===== src/hdl/fp_resp_pkg.sv =====
/*
  constants and carriers for the post-computation exception response unit.
  assumes ieee-754 single and double encodings and a two-lane packed datapath.
*/
package fp_resp_pkg;
  // exception flag and mask bit masks
  localparam logic [5:0] EXC_PRECISION = 6'h20;
  localparam logic [5:0] EXC_UNDERFLOW = 6'h10;
  localparam logic [5:0] EXC_OVERFLOW  = 6'h08;
  localparam logic [5:0] EXC_DIVZERO   = 6'h04;
  localparam logic [5:0] EXC_DENORMAL  = 6'h02;
  localparam logic [5:0] EXC_INVALID   = 6'h01;
  localparam logic [5:0] MASK_RESET    = 6'h3f;

  // lane count and widths
  localparam int LANES    = 2;
  localparam int EXP_W    = 16;
  localparam int MANT_W   = 53;

  // format geometry
  localparam logic signed [15:0] SGL_EMAX   = 16'sh007f;   // 127
  localparam logic signed [15:0] SGL_EMIN   = -16'sh007e;  // -126
  localparam logic signed [15:0] SGL_BIAS   = 16'sh007f;
  localparam logic signed [15:0] SGL_ADJ    = 16'sh00c0;   // 192
  localparam logic signed [15:0] DBL_EMAX   = 16'sh03ff;   // 1023
  localparam logic signed [15:0] DBL_EMIN   = -16'sh03fe;  // -1022
  localparam logic signed [15:0] DBL_BIAS   = 16'sh03ff;
  localparam logic signed [15:0] DBL_ADJ    = 16'sh0600;   // 1536
  localparam int SGL_FRAC   = 23;
  localparam int DBL_FRAC   = 52;

  // rounding-control codes of the control/status rounding field
  typedef enum logic [1:0] {
    RND_NEAREST = 2'b00,
    RND_DOWN    = 2'b01,
    RND_UP      = 2'b10,
    RND_ZERO    = 2'b11
  } rnd_e;

  // one lane from the rounding datapath: rounded value with unbounded exponent
  typedef struct packed {
    logic                    valid;
    logic                    sign;
    logic                    zero;
    logic signed [EXP_W-1:0] exp;       // unbiased
    logic [MANT_W-1:0]       mant;      // 1.f, msb is the hidden one
    logic                    inexact;   // unbounded rounding was inexact
    logic [MANT_W-1:0]       den_mant;  // bounded-exponent significand when tiny
    logic                    den_carry; // bounded rounding reached min normal
    logic                    den_inexact;
  } lane_in_s;

  typedef struct packed {
    logic [63:0] value;
    logic [5:0]  flags;
  } lane_out_s;
endpackage


===== src/hdl/fp_flag_merge.sv =====
/*
  merges per-lane flags and decides whether the handler path is entered.
  assumes flags and masks share the same bit layout.
*/
`timescale 1ns/1ps
module fp_flag_merge (
  // lanes
  input  wire fp_resp_pkg::lane_out_s [fp_resp_pkg::LANES-1:0] lanes_i,
  input  wire logic [5:0]                                     mask_i,
  // merged
  output logic [5:0]                                          flags_o,
  output logic                                                trap_o
);
  // bitwise or across lanes; trap when any raised flag is unmasked
  always_comb begin
    flags_o = 6'h00;
    for (int i = 0; i < fp_resp_pkg::LANES; i++) begin
      flags_o = flags_o | lanes_i[i].flags;
    end
    trap_o = (flags_o & ~mask_i) != 6'h00;
  end
endmodule


===== src/hdl/fp_lane_resp.sv =====
/*
  per-lane response: classifies overflow, underflow and inexact and builds result.
  assumes the rounding datapath supplies both unbounded and bounded roundings.
*/
`timescale 1ns/1ps
module fp_lane_resp (
  // control
  input  wire logic                 dbl_i,
  input  wire fp_resp_pkg::rnd_e    rnd_i,
  input  wire logic [5:0]           mask_i,
  // lane
  input  wire fp_resp_pkg::lane_in_s lane_i,
  output fp_resp_pkg::lane_out_s     lane_o
);
  logic signed [15:0] emax;
  logic signed [15:0] emin;
  logic signed [15:0] bias;
  logic signed [15:0] adj;
  logic signed [15:0] e_out;
  logic               ovf;
  logic               unf;
  logic               ovf_m;
  logic               unf_m;
  logic               to_inf;
  logic [63:0]        inf_v;
  logic [63:0]        max_v;
  logic [63:0]        norm_v;

  // pack sign, biased exponent and fraction for the selected format
  function automatic logic [63:0] pack(input logic d, input logic s,
                                       input logic signed [15:0] be,
                                       input logic [52:0] m);
    if (d) begin
      pack = {s, be[10:0], m[51:0]};
    end else begin
      pack = {32'h0, s, be[7:0], m[51:29]};
    end
  endfunction

  // classification and result selection, all combinational
  always_comb begin
    emax   = dbl_i ? fp_resp_pkg::DBL_EMAX : fp_resp_pkg::SGL_EMAX;
    emin   = dbl_i ? fp_resp_pkg::DBL_EMIN : fp_resp_pkg::SGL_EMIN;
    bias   = dbl_i ? fp_resp_pkg::DBL_BIAS : fp_resp_pkg::SGL_BIAS;
    adj    = dbl_i ? fp_resp_pkg::DBL_ADJ  : fp_resp_pkg::SGL_ADJ;
    ovf    = lane_i.valid && !lane_i.zero && (lane_i.exp > emax);
    unf    = lane_i.valid && !lane_i.zero && (lane_i.exp < emin);
    ovf_m  = (mask_i & fp_resp_pkg::EXC_OVERFLOW) != 6'h00;
    unf_m  = (mask_i & fp_resp_pkg::EXC_UNDERFLOW) != 6'h00;
    // infinity for nearest, else only when rounding goes away from zero
    case (rnd_i)
      fp_resp_pkg::RND_NEAREST: to_inf = 1'b1;
      fp_resp_pkg::RND_DOWN:    to_inf = lane_i.sign;
      fp_resp_pkg::RND_UP:      to_inf = !lane_i.sign;
      fp_resp_pkg::RND_ZERO:    to_inf = 1'b0;
      default:                  to_inf = 1'b1;
    endcase
    inf_v  = pack(dbl_i, lane_i.sign, emax + bias + 16'sh0001, 53'h0);
    max_v  = pack(dbl_i, lane_i.sign, emax + bias, {53{1'b1}});     // 1.1..1 * 2^emax
    e_out  = lane_i.exp + bias;
    norm_v = pack(dbl_i, lane_i.sign, e_out, lane_i.mant);
    lane_o.value = norm_v;
    lane_o.flags = 6'h00;
    if (!lane_i.valid) begin
      lane_o.value = 64'h0;
    end else if (lane_i.zero) begin
      lane_o.value = pack(dbl_i, lane_i.sign, 16'sh0000, 53'h0);
      lane_o.flags = lane_i.inexact ? fp_resp_pkg::EXC_PRECISION : 6'h00;
    end else if (ovf && !ovf_m) begin
      // unmasked overflow wins over any inexact response
      lane_o.value = pack(dbl_i, lane_i.sign, e_out - adj, lane_i.mant);
      lane_o.flags = fp_resp_pkg::EXC_OVERFLOW
                   | (lane_i.inexact ? fp_resp_pkg::EXC_PRECISION : 6'h00);
    end else if (ovf) begin
      lane_o.value = to_inf ? inf_v : max_v;
      lane_o.flags = fp_resp_pkg::EXC_OVERFLOW | fp_resp_pkg::EXC_PRECISION;
    end else if (unf && !unf_m) begin
      lane_o.value = pack(dbl_i, lane_i.sign, e_out + adj, lane_i.mant);
      lane_o.flags = fp_resp_pkg::EXC_UNDERFLOW
                   | (lane_i.inexact ? fp_resp_pkg::EXC_PRECISION : 6'h00);
    end else if (unf) begin
      // bounded rounding gives zero, denormal or (after carry) min normal
      lane_o.value = pack(dbl_i, lane_i.sign, lane_i.den_carry ? 16'sh0001 : 16'sh0000,
                          lane_i.den_mant);
      lane_o.flags = lane_i.den_inexact ?
                     (fp_resp_pkg::EXC_UNDERFLOW | fp_resp_pkg::EXC_PRECISION) : 6'h00;
    end else begin
      lane_o.flags = lane_i.inexact ? fp_resp_pkg::EXC_PRECISION : 6'h00;
    end
  end
endmodule


===== src/hdl/simd_fp_ovf_unf_inexact_resp.sv =====
/*
  post-computation exception response for packed and scalar fp results.
  assumes the rounding datapath presents one operation per cycle with both
  unbounded and bounded roundings; writeback takes the registered result.
*/
`timescale 1ns/1ps
module simd_fp_ovf_unf_inexact_resp (
  // clock and reset
  input  wire logic                                            mclk_i,
  input  wire logic                                            reset_i,
  // control/status register fields
  input  wire logic [1:0]                                      rnd_ctl_i,
  input  wire logic [5:0]                                      exc_mask_i,
  input  wire logic                                            flag_clear_i,
  // operation from the rounding datapath
  input  wire logic                                            op_valid_i,
  input  wire logic                                            op_dbl_i,
  input  wire fp_resp_pkg::lane_in_s [fp_resp_pkg::LANES-1:0]  lanes_i,
  // writeback and handler path
  output logic                                                 res_valid_o,
  output logic [127:0]                                         res_value_o,
  output logic [5:0]                                           res_flags_o,
  output logic                                                 trap_o,
  output logic [5:0]                                           sticky_flags_o
);
  fp_resp_pkg::lane_out_s [fp_resp_pkg::LANES-1:0] lane_res;
  fp_resp_pkg::rnd_e  rnd;
  logic [5:0]         op_flags;
  logic               op_trap;
  logic               res_valid_d;
  logic               res_valid_q;
  logic [127:0]       res_value_d;
  logic [127:0]       res_value_q;
  logic [5:0]         res_flags_d;
  logic [5:0]         res_flags_q;
  logic               trap_d;
  logic               trap_q;
  logic [5:0]         sticky_d;
  logic [5:0]         sticky_q;

  assign rnd = fp_resp_pkg::rnd_e'(rnd_ctl_i);

  // one response unit per lane, each independent
  for (genvar g = 0; g < fp_resp_pkg::LANES; g++) begin : g_lane
    fp_lane_resp u_lane (
      .dbl_i  (op_dbl_i),
      .rnd_i  (rnd),
      .mask_i (exc_mask_i),
      .lane_i (lanes_i[g]),
      .lane_o (lane_res[g])
    );
  end

  fp_flag_merge u_merge (
    .lanes_i (lane_res),
    .mask_i  (exc_mask_i),
    .flags_o (op_flags),
    .trap_o  (op_trap)
  );

  // result stage; sticky flags keep accumulating, a new event beats a clear
  always_comb begin
    res_valid_d = op_valid_i;
    res_value_d = res_value_q;
    res_flags_d = 6'h00;
    trap_d      = 1'b0;
    sticky_d    = flag_clear_i ? 6'h00 : sticky_q;
    if (op_valid_i) begin
      res_value_d = {lane_res[1].value, lane_res[0].value};
      res_flags_d = op_flags;
      trap_d      = op_trap;
      sticky_d    = sticky_d | op_flags;
    end
  end

  always_ff @(posedge mclk_i) begin
    if (reset_i) begin
      res_valid_q <= 1'b0;
      res_value_q <= 128'h0;
      res_flags_q <= 6'h00;
      trap_q      <= 1'b0;
      sticky_q    <= 6'h00;
    end else begin
      res_valid_q <= res_valid_d;
      res_value_q <= res_value_d;
      res_flags_q <= res_flags_d;
      trap_q      <= trap_d;
      sticky_q    <= sticky_d;
    end
  end

  assign res_valid_o    = res_valid_q;
  assign res_value_o    = res_value_q;
  assign res_flags_o    = res_flags_q;
  assign trap_o         = trap_q;
  assign sticky_flags_o = sticky_q;
endmodule


===== config.mk =====
export PLATFORM = sky130hd
export DESIGN_NAME = simd_fp_ovf_unf_inexact_resp
export DESIGN_NICKNAME = d
export VERILOG_FILES = /design/src/hdl/fp_resp_pkg.sv /design/src/hdl/fp_flag_merge.sv /design/src/hdl/fp_lane_resp.sv /design/src/hdl/simd_fp_ovf_unf_inexact_resp.sv
export SDC_FILE = /design/constraint.sdc
export NUM_CORES = 1
export LEC_CHECK = 0
export ABC_AREA = 0
export BUFFER_PORTS_ARGS = -buffer_cell sky130_fd_sc_hd__buf_2
export CORE_AREA = 2 2 162 164
export CTS_BUF_LIST = sky130_fd_sc_hd__clkbuf_8
export CTS_CLUSTER_SIZE = 20
export DETAILED_ROUTE_END_ITERATION = 16
export DIE_AREA = 0 0 164 166
export HOLD_SLACK_MARGIN = 0.15
export PLACE_DENSITY = 0.65
export SYNTH_ARGS = -nofsm -noshare
export SYNTH_HDL_FRONTEND = slang
export SYNTH_SLANG_ARGS = --single-unit

===== constraint.sdc =====
create_clock -name mclk_i -period 7.6 [get_ports mclk_i]
set_input_delay 1.14 -clock mclk_i [delete_from_list [all_inputs] [get_ports mclk_i]]
set_output_delay 1.14 -clock mclk_i [all_outputs]
set_load 0.01 [all_outputs]

Word level (Yosys, flattened, before mapping)
Cells that the tools add are included.
- add/sub/neg operators: 8
- multiply operators: 0
- divide/modulo/power cells: 0
- $lt $le $gt $ge: 4
- equal/unequal tests: 3
- shifts and indexed selects: 0
- mux-type cells: 45
- bitwise logic cells: 5
- reductions and logical operators: 19
- operators by type and width (cell ; count):
    64-bit 2-to-1 mux ; 20
    70-bit 2-to-1 mux ; 8
    6-bit 2-to-1 mux ; 10
    11-bit adder ; 5
    16-bit by 11-bit greater-than comparator with 1-bit output ; 2
    16-bit by 11-bit less-than comparator with 1-bit output ; 2
    11-bit subtractor ; 2
    10-bit 2-to-1 mux ; 2
    6-bit OR ; 2
    11-bit by 2-bit adder with 11-bit output (second input constant) ; 1
    11-bit 2-to-1 mux ; 1
    1-bit logical AND ; 10
    1-bit case mux with 4 select lines ; 2
    6-bit AND ; 1
    1-bit zero test ; 6
    6-bit inverter ; 1
    6-bit nonzero test ; 1
    2-bit equality test (second input constant) ; 2
    2-bit by 1-bit equality test with 1-bit output (second input constant) ; 1
    2-bit zero test ; 1
    1-bit 2-to-1 mux ; 2
    2-bit OR reduction ; 1
    1-bit inverter ; 1
- register bits: 142
- bits in latches: 0
- memory bits (writable): 0
- memory bits (read-only): 0
- word-level logic and storage cells: 89
- memories: 0

Depth between registers and ports, before layout
Gate-level depths: netlist of run 1.
- depth in word-level cells: 12
- gate-level depth with buffers: 16

Hierarchy
A second synthesis of run 1 with hierarchy kept.
- cells, all modules: 1345
- area total of the unflattened synthesis: 10955.5 um^2
- by module, submodules not included (module ; instances ; cells each ; area each (um^2) ; seq. area each (um^2)):
    simd_fp_ovf_unf_inexact_resp ; 1 ; 454 ; 4946.0 ; 2842.7
    fp_lane_resp (g_lane[1].u_lane) ; 1 ; 411 ; 3105.5 ; 0.0
    fp_lane_resp (g_lane[0].u_lane) ; 1 ; 464 ; 2831.5 ; 0.0
    fp_flag_merge ; 1 ; 16 ; 72.6 ; 0.0

Worst setup path after synthesis of run 1
Ideal clock, no wire load.
- kind: input to register
- start: in op_dbl_i
- end: reg res_value_q[62], in the netlist res_value_o[62]
- setup time: 0.062 ns
- arrival: 4.656 ns
- path slack: 2.883 ns
- stages: 15
- path buffers: 3
- cells stage by stage: clkbuf_1 > clkinv_1 > clkbuf_1 > ha_1 > clkbuf_1 > o21bai_1 > xnor2_1 > ha_1 > or4b_2 > a21oi_1 > nor4_1 > xnor2_1 > nand3_1 > a221o_1 > nand3_1
- cells in the longest elaborated chain, start to end: 9
- ends and longest elaborated chain (what ; RTL line ; text):
    from (decl) ; simd_fp_ovf_unf_inexact_resp.sv:17 ; input wire logic op_dbl_i,
    10-bit 2-to-1 mux, on equally long branches ; fp_lane_resp.sv:42, fp_lane_resp.sv:44, fp_lane_resp.sv:43 ;
    11-bit adder (tied with other cells) ; fp_lane_resp.sv:60 ; e_out = lane_i.exp + bias;
    11-bit adder (tied with other cells) ; fp_lane_resp.sv:78 ; lane_o.value = pack(dbl_i, lane_i.sign, e_out + adj, lane_i.mant);
    64-bit 2-to-1 mux (tied with other cells) ; fp_lane_resp.sv:33 ; if (d) begin
    70-bit 2-to-1 mux or 64-bit 2-to-1 mux (tied branches) ; fp_lane_resp.sv:77, fp_lane_resp.sv:75 ;
    70-bit 2-to-1 mux ; fp_lane_resp.sv:74 ; end else if (ovf) begin
    70-bit 2-to-1 mux * ; fp_lane_resp.sv:69 ; end else if (ovf && !ovf_m) begin
    70-bit 2-to-1 mux * ; fp_lane_resp.sv:66 ; end else if (lane_i.zero) begin
    64-bit 2-to-1 mux * ; fp_lane_resp.sv:64 ; if (!lane_i.valid) begin
    to (signal assigned) ; simd_fp_ovf_unf_inexact_resp.sv:85 ; res_value_q <= res_value_d;
    to (decl) ; simd_fp_ovf_unf_inexact_resp.sv:33 ; logic [127:0] res_value_q;
Mark *: on every way between the ends. The rest lies on a longest branch, timed or not.
A chain may end at the register's enable or synchronous reset.

Worst setup path after layout of run 1
- start: in op_dbl_i
- end: reg res_value_q[24], in the netlist res_value_o[24]
- cells in the longest elaborated chain, start to end: 9
- ends and longest elaborated chain (what ; RTL line ; text):
    10-bit 2-to-1 mux ; fp_lane_resp.sv:43 ; emin = dbl_i ? fp_resp_pkg::DBL_EMIN : fp_resp_pkg::SGL_EMIN;
    16-bit by 11-bit less-than comparator with 1-bit output ; fp_lane_resp.sv:47 ; unf = lane_i.valid && !lane_i.zero && (lane_i.exp < emin);
    1-bit logical AND ; fp_lane_resp.sv:47 ;
    64-bit 2-to-1 mux or 1-bit logical AND (tied branches) ; fp_lane_resp.sv:81, fp_lane_resp.sv:77 ;
    70-bit 2-to-1 mux ; fp_lane_resp.sv:77 ; end else if (unf && !unf_m) begin
    70-bit 2-to-1 mux ; fp_lane_resp.sv:74 ;
    70-bit 2-to-1 mux * ; fp_lane_resp.sv:69 ;
    70-bit 2-to-1 mux * ; fp_lane_resp.sv:66 ;
    64-bit 2-to-1 mux * ; fp_lane_resp.sv:64 ;
Marks and branches as above.

==> results of run 1 <==
[layout by cell type (no fill, tap or decap), drive strengths merged, types with 10 or more instances in the layout]
master and count:
inv 26, nor2 61, dfxtp 136, a221oi 24
ha 30, mux2 28, mux2i 78, a22o 67
xnor2 11, nand3 12, clkbuf 17, buf 415
a21o 33, nor3 10, nor2b 29, o21ai 129
nand2 83, a21oi 148, a211oi 31
[cells by family after synthesis]
| group | count (synthesis) | synth area share (%) |
|---|---|---|
| DFF | 136 | 28.8 |
| other | 1 | 0.0396 |
| and+or+nand+nor | 252 | 12.9 |
| AOI/OAI and AO/OA | 489 | 34.5 |
| buffers and inverters | 126 | 5.62 |
| muxes | 106 | 11.6 |
| adders and majority gates | 34 | 4.81 |
| xor gates and xnor gates | 20 | 1.85 |
[sequential cells by signal, summed over array words and instances, names as in the netlist]
register	count
sticky_flags_o	3
res_valid_o	1
res_flags_o	3
res_value_o	128
trap_o	1
[Yosys cell counts (all sizes together), types with 29 or more instances]
library cell and count:
a211oi 31, a21o 33, a21oi 148, a22o 67, clkbuf 84, dfxtp 136
ha 30, mux2i 78, nand2 83, nor2 61, nor2b 29, o21ai 129
[worst max path at each step]
| stage | end | depth (start not counted) | slack, ns | from |
|---|---|---|---|---|
| detailed placement | res_value_o[24]$_SDFFE_PP0P_ | 10 | 1.85 | op_dbl_i |
| global route | res_value_o[24]$_SDFFE_PP0P_ | 10 | 2.01 | op_dbl_i |
| finish | res_value_o[24]$_SDFFE_PP0P_ | 10 | 2.29 | op_dbl_i |
| CTS | res_value_o[24]$_SDFFE_PP0P_ | 10 | 2.40 | op_dbl_i |
| floorplan | res_value_o[62]$_SDFFE_PP0P_ | 15 | 2.88 | op_dbl_i |
| global placement | res_value_o[24]$_SDFFE_PP0P_ | 10 | 1.96 | op_dbl_i |
[metrics by stage]
step	utilization [%]	instances
after floorplan	-	1169
after global placement	45.4	1815
after detailed placement	45.4	1815
after CTS	47.2	1847
after global routing	47.3	1853
final	47.3	1854
[worst max-delay path, delay by kind of cell]
family                   cells  cell delay, ns
adder cells (fa/ha/maj)      1            0.66
AND/OR/NAND/NOR              4            1.65
AO/OA/AOI/OAI                3            1.05
buffers and inverters        2            1.05
[final cells by class]
class / count / area share (%)
Clock buffer: 17 / 1.93
Antenna cell: 7 / 0.145
Timing Repair Buffer: 415 / 17.6
Tap cell: 335 / 3.46
Clock inverter: 15 / 1.99
Multi-Input combinational cell: 907 / 51.7
Sequential cell: 136 / 22.5
Inverter: 22 / 0.682
[power groups by stage]
stage	clock network, mW	registers, mW	logic [mW]
after floorplan	0	0.768	0.274
after global placement	0	0.758	0.463
after detailed placement	0	0.759	0.469
after CTS	0.764	0.743	0.471
after global routing	0.795	0.745	0.520
final	0.748	0.743	0.476
[per-layer routing]
metal	GRT usage (%)	vias up
li1	-	4997
met1	34.5	5042
met2	43.9	524
met3	5.79	76
met4	10.6	2
met5	0	-
==> results.ini, run 1 <==
[route]
antenna_left = 0
drc = 0
wl_met2_um = 18000
firstDrtPassIters = 6
totalWireLength_um = 38000
vias = 10600
wl_per_cell_um = 20.5
maxUsedRoutingLayer = met5
vias_per_cell = 5.74
met3WireLength_um = 3060
drt-initial-drc-count = 905
wl_met1_um = 15800

[sta]
worstMarginPinSlew_ns = 1.08
finalWorstSetupSlack_ns = 2.29
grt_setup_unrepaired = false
slew_headroom_pct = 27.5
min_period_ns = 5.31
fin_hold_ws_ns = 0.455
slew_viol_final = 0
fin_crit_sh_pct = 69.8
setup-violations-final = 0
fin_worst_skew_ns = 0
fin_tns_setup_ns = 0
hold_viol_final = 0
max_freq_mhz = 188

[cells_and_area]
layout.nets = 1802
multi_input_comb_area_um2 = 6270
area_growth_pct = 28.0
finish.instance_area_um2 = 12100
n_fill_cell = 2585
seqCellArea_um2 = 2720
drive_gt1_share_pct = 33.7

[power]
pwr_density_cell_nw_per_um2 = 162
ir_drop_v = 0.0000838
sw_frac_of_total_pct = 32.6
internal_power_mw = 1.32
clkPwrFrac_pct = 38.0
p_switching_mw = 0.642
pwr-share-seq_pct = 37.8
p_leak_nw = 5.75
comb_power_share_pct = 24.2
power.total_mw = 1.97

[cts]
cts_hold_buf = 0
clk_latency_ns = 0.45
cts_buffers = 17
cts.sinks = 136
cts_max_path_buffers = 2
h-tree-depth = 4
cts_tree = built
cts_resized = 0
path_clk_slew_ns = 0.09
post_cts_buffers = 0
cts_root_buffer = clkbuf_8

[hold_path]
holdPathStages = 2
worstHoldStart = res_value_o[50]$_SDFFE_PP0P_
min_path_type = reg2reg
holdPathEnd = res_value_o[50]$_SDFFE_PP0P_

[place]
gp_congestion = 0.909
place_ws_ns = 1.85
post_dp_cell_area_um2 = 11600
portBuffers = 397
hpwl_um = 27100

[synth]
synth_flop_cell = dfxtp_1
ys_seq_elements = 136
syn_area_um2 = 9470
synth_top_area_share_pct = 28.8
yosysSeqAreaShare_pct = 28.8
synthCells = 1164
ys_types = 69
synth-async-reset-ratio_pct = 0
synth-edff-count = 0
synth_area_leaders = dfxtp_1, mux2i_1, a21oi_1
synth-warning-count = 0
syn_area_per_cell_um2 = 8.13
synth_area_leader_cell = dfxtp_1

[die]
core_um2 = 25600
start_util_pct = 37.0
pin_count = 411
dieArea_um2 = 27200
die_x_um = 164
chipHeight_um = 166
placement_rows = 59

[global_routing]
grt_max_degree = 110
grt.total_usage_pct = 26.9
first_global_vias = 10300
overflow = 0
grt_pass1_wl_um = 57800
antenna_found_initial = 8

[critical_path]
ff2ff_setup_slack_ns = 6.88
end_kind = flip-flop
timing.rr.start = res_value_o[52]$_SDFFE_PP0P_
reg2reg_depth = 2
path_cells = buf_8 -> clkinv_1 -> ha_1 -> nand3_1 -> or3_1 -> a21oi_2 -> nor2_1 -> nor2_4 -> o211ai_1 -> a32o_1
slowest_delay_ns = 0.85
startpoint_type = primary input
critPathRequiredTime_ns = 7.96
path_class = in2reg
critPathArrivalTime_ns = 5.66
worstReg2RegEnd = res_value_o[52]$_SDFFE_PP0P_
critPathSlowestCell = nor2_4
path_max_fanout = 109

[status]
status = finished clean

[job]
max-cap-violations = 0

Power figures use the tool's default switching activity.
==> run 2, diff against run 1 <==
- PLACE_DENSITY: 0.65 -> 0.68
- clock period: 7.6 -> 4.6 ns (I/O delays scaled with it)
==> results.ini, run 2 (synthesis gave the netlist of run 1 again) <==
[sta]
worstMarginPinSlew_ns = 0.889  ; -0.195 ns
max_freq_mhz = 258
min_period_ns = 3.87
slew_viol_final = 0  ; unchanged
fin_tns_setup_ns = 0  ; unchanged
fin_worst_skew_ns = 0  ; unchanged
hold_viol_final = 0  ; unchanged
fin_crit_sh_pct = 84.1
fin_hold_ws_ns = 0.453  ; -0.00241 ns
slew_headroom_pct = 40.7  ; +13 points
setup-violations-final = 0  ; unchanged
grt_setup_unrepaired = false
finalWorstSetupSlack_ns = 0.731  ; -1.56 ns

[critical_path]
critPathSlowestCell = or4b_2
ff2ff_setup_slack_ns = 3.80  ; -3.08 ns
end_kind = flip-flop
path_cells = buf_2 -> or4_1 -> or4_1 -> a21oi_1 -> o21bai_1 -> xnor2_1 -> ha_1 -> or4b_2 -> a21oi_1 -> nor4_1 -> xnor2_1 -> nand3_1 -> a221o_1 -> nand3_1
path_class = in2reg
path_max_fanout = 4  ; -96%
slowest_delay_ns = 0.69  ; -0.16 ns
critPathRequiredTime_ns = 5.00  ; -2.96 ns
critPathArrivalTime_ns = 4.27  ; -1.39 ns
path_delay_family = simple AND/OR/NAND/NOR gates
critPathBufInv = 1  ; -1
startpoint_type = primary input

[cells_and_area]
n_fill_cell = 2592  ; +0.27%
final_common_cell = buf_2
finalNonFillerCells = 1864  ; +0.54%
drive_gt1_share_pct = 34.2  ; +0.46 points
finish.instance_area_um2 = 12200  ; +0.34%
largest_reg_flops = 128  ; unchanged
mostFrequentLayoutCells = buf_2, a21oi_1, dfxtp_1
area_growth_pct = 28.4
finish.utilization_pct = 47.5  ; +0.16 points
layout.nets = 1814  ; +0.67%

[route]
vias = 10600  ; -0.21%
firstDrtPassIters = 5  ; -1
wl_per_cell_um = 20.1  ; -1.7%
totalWireLength_um = 37500  ; -1.1%
drt-initial-drc-count = 947  ; +4.6%
antenna_left = 0  ; unchanged
vias_per_cell = 5.70  ; -0.74%
drc = 0  ; unchanged

[job]
max-cap-violations = 0  ; unchanged

[cts]
h-tree-depth = 4  ; unchanged
clk_latency_ns = 0.44  ; about the same
cts.sinks = 136  ; unchanged
post_cts_buffers = 0  ; unchanged
cts_resized = 0  ; unchanged
cts_max_path_buffers = 2  ; unchanged
path_clk_slew_ns = 0.10  ; about the same
cts_buffers = 17  ; unchanged
cts_root_buffer = clkbuf_8
cts_hold_buf = 0  ; unchanged
cts_tree = built

[die]
core_um2 = 25600  ; unchanged
start_util_pct = 37.0  ; unchanged
chipHeight_um = 166  ; unchanged
pin_count = 411  ; unchanged
dieArea_um2 = 27200  ; unchanged
placement_rows = 59  ; unchanged
die_x_um = 164  ; unchanged

[place]
gp_congestion = 0.973  ; +7.0%
dp.cells = 1827  ; +0.66%
post_dp_cell_area_um2 = 11700  ; +0.75%
hpwl_um = 27800  ; +2.6%
portBuffers = 397  ; unchanged
place_ws_ns = 0.310  ; -1.54 ns

[hold_path]
min_path_type = reg2reg

[global_routing]
grt.total_usage_pct = 26.4  ; -0.44 points
overflow = 0  ; unchanged
grt_pass1_wl_um = 56900  ; -1.6%
grt_max_degree = 74  ; -33%
first_global_vias = 10100  ; -1.8%
antenna_found_initial = 4  ; -4

[power]
pwr_density_cell_nw_per_um2 = 259  ; +60%
ir_drop_v = 0.000163  ; +95%
power.total_mw = 3.15  ; +60%
p_leak_nw = 5.78  ; +0.57%

[status]
status = finished clean

-- run 2: cell types whose count changed in the layout (fill, tap and decap cells not counted), moves of 2 or more --
cell	before	now
buf_4	18	30
diode_2	7	5
inv_6	3	5
bufinv_16	5	3
-- run 2: final cells by class --
class	instances	area, um2	area share (%)
well taps	335	419	3.45
flip-flops and latches	136	2720	22.4
clock buffers	18	248	2.04
multi-input cells	907	6260	51.5
inverters	22	82.6	0.679
repair buffers	427	2220	18.3
clock inverters	14	186	1.53
diodes	5	12.5	0.103
-- run 2: path summary, 6_finish.rpt --
kind | from | to | depth (start not counted)
max | lanes_i[114] | res_value_o[62]$_SDFFE_PP0P_ | 14
min | res_value_o[125]$_SDFFE_PP0P_ | res_value_o[125]$_SDFFE_PP0P_ | 1
min reg2reg | res_value_o[125]$_SDFFE_PP0P_ | res_value_o[125]$_SDFFE_PP0P_ | 1
max reg2reg | res_value_o[52]$_SDFFE_PP0P_ | res_value_o[52]$_SDFFE_PP0P_ | 2
-- run 2: report_power, final --
| group | switching, mW | total [mW] | internal [mW] |
|---|---|---|---|
| clock | 0.563 | 1.13 | 0.566 |
| sequential | 0.0179 | 1.23 | 1.21 |
| combinational | 0.472 | 0.796 | 0.324 |
-- run 2: worst reg2reg max path, cell delays in order, from the launching register on --
cell and delay (ns):
dfxtp_1 0.37, a22oi_1 0.22, a21oi_1 0.09
-- run 2: metal layers --
| metal | global-route usage, % | routed length, um |
|---|---|---|
| met1 | 34.5 | 15900 |
| met2 | 42.6 | 17600 |
| met3 | 5.27 | 2890 |
| met4 | 10.7 | 1150 |
| met5 | 0 | 0 |
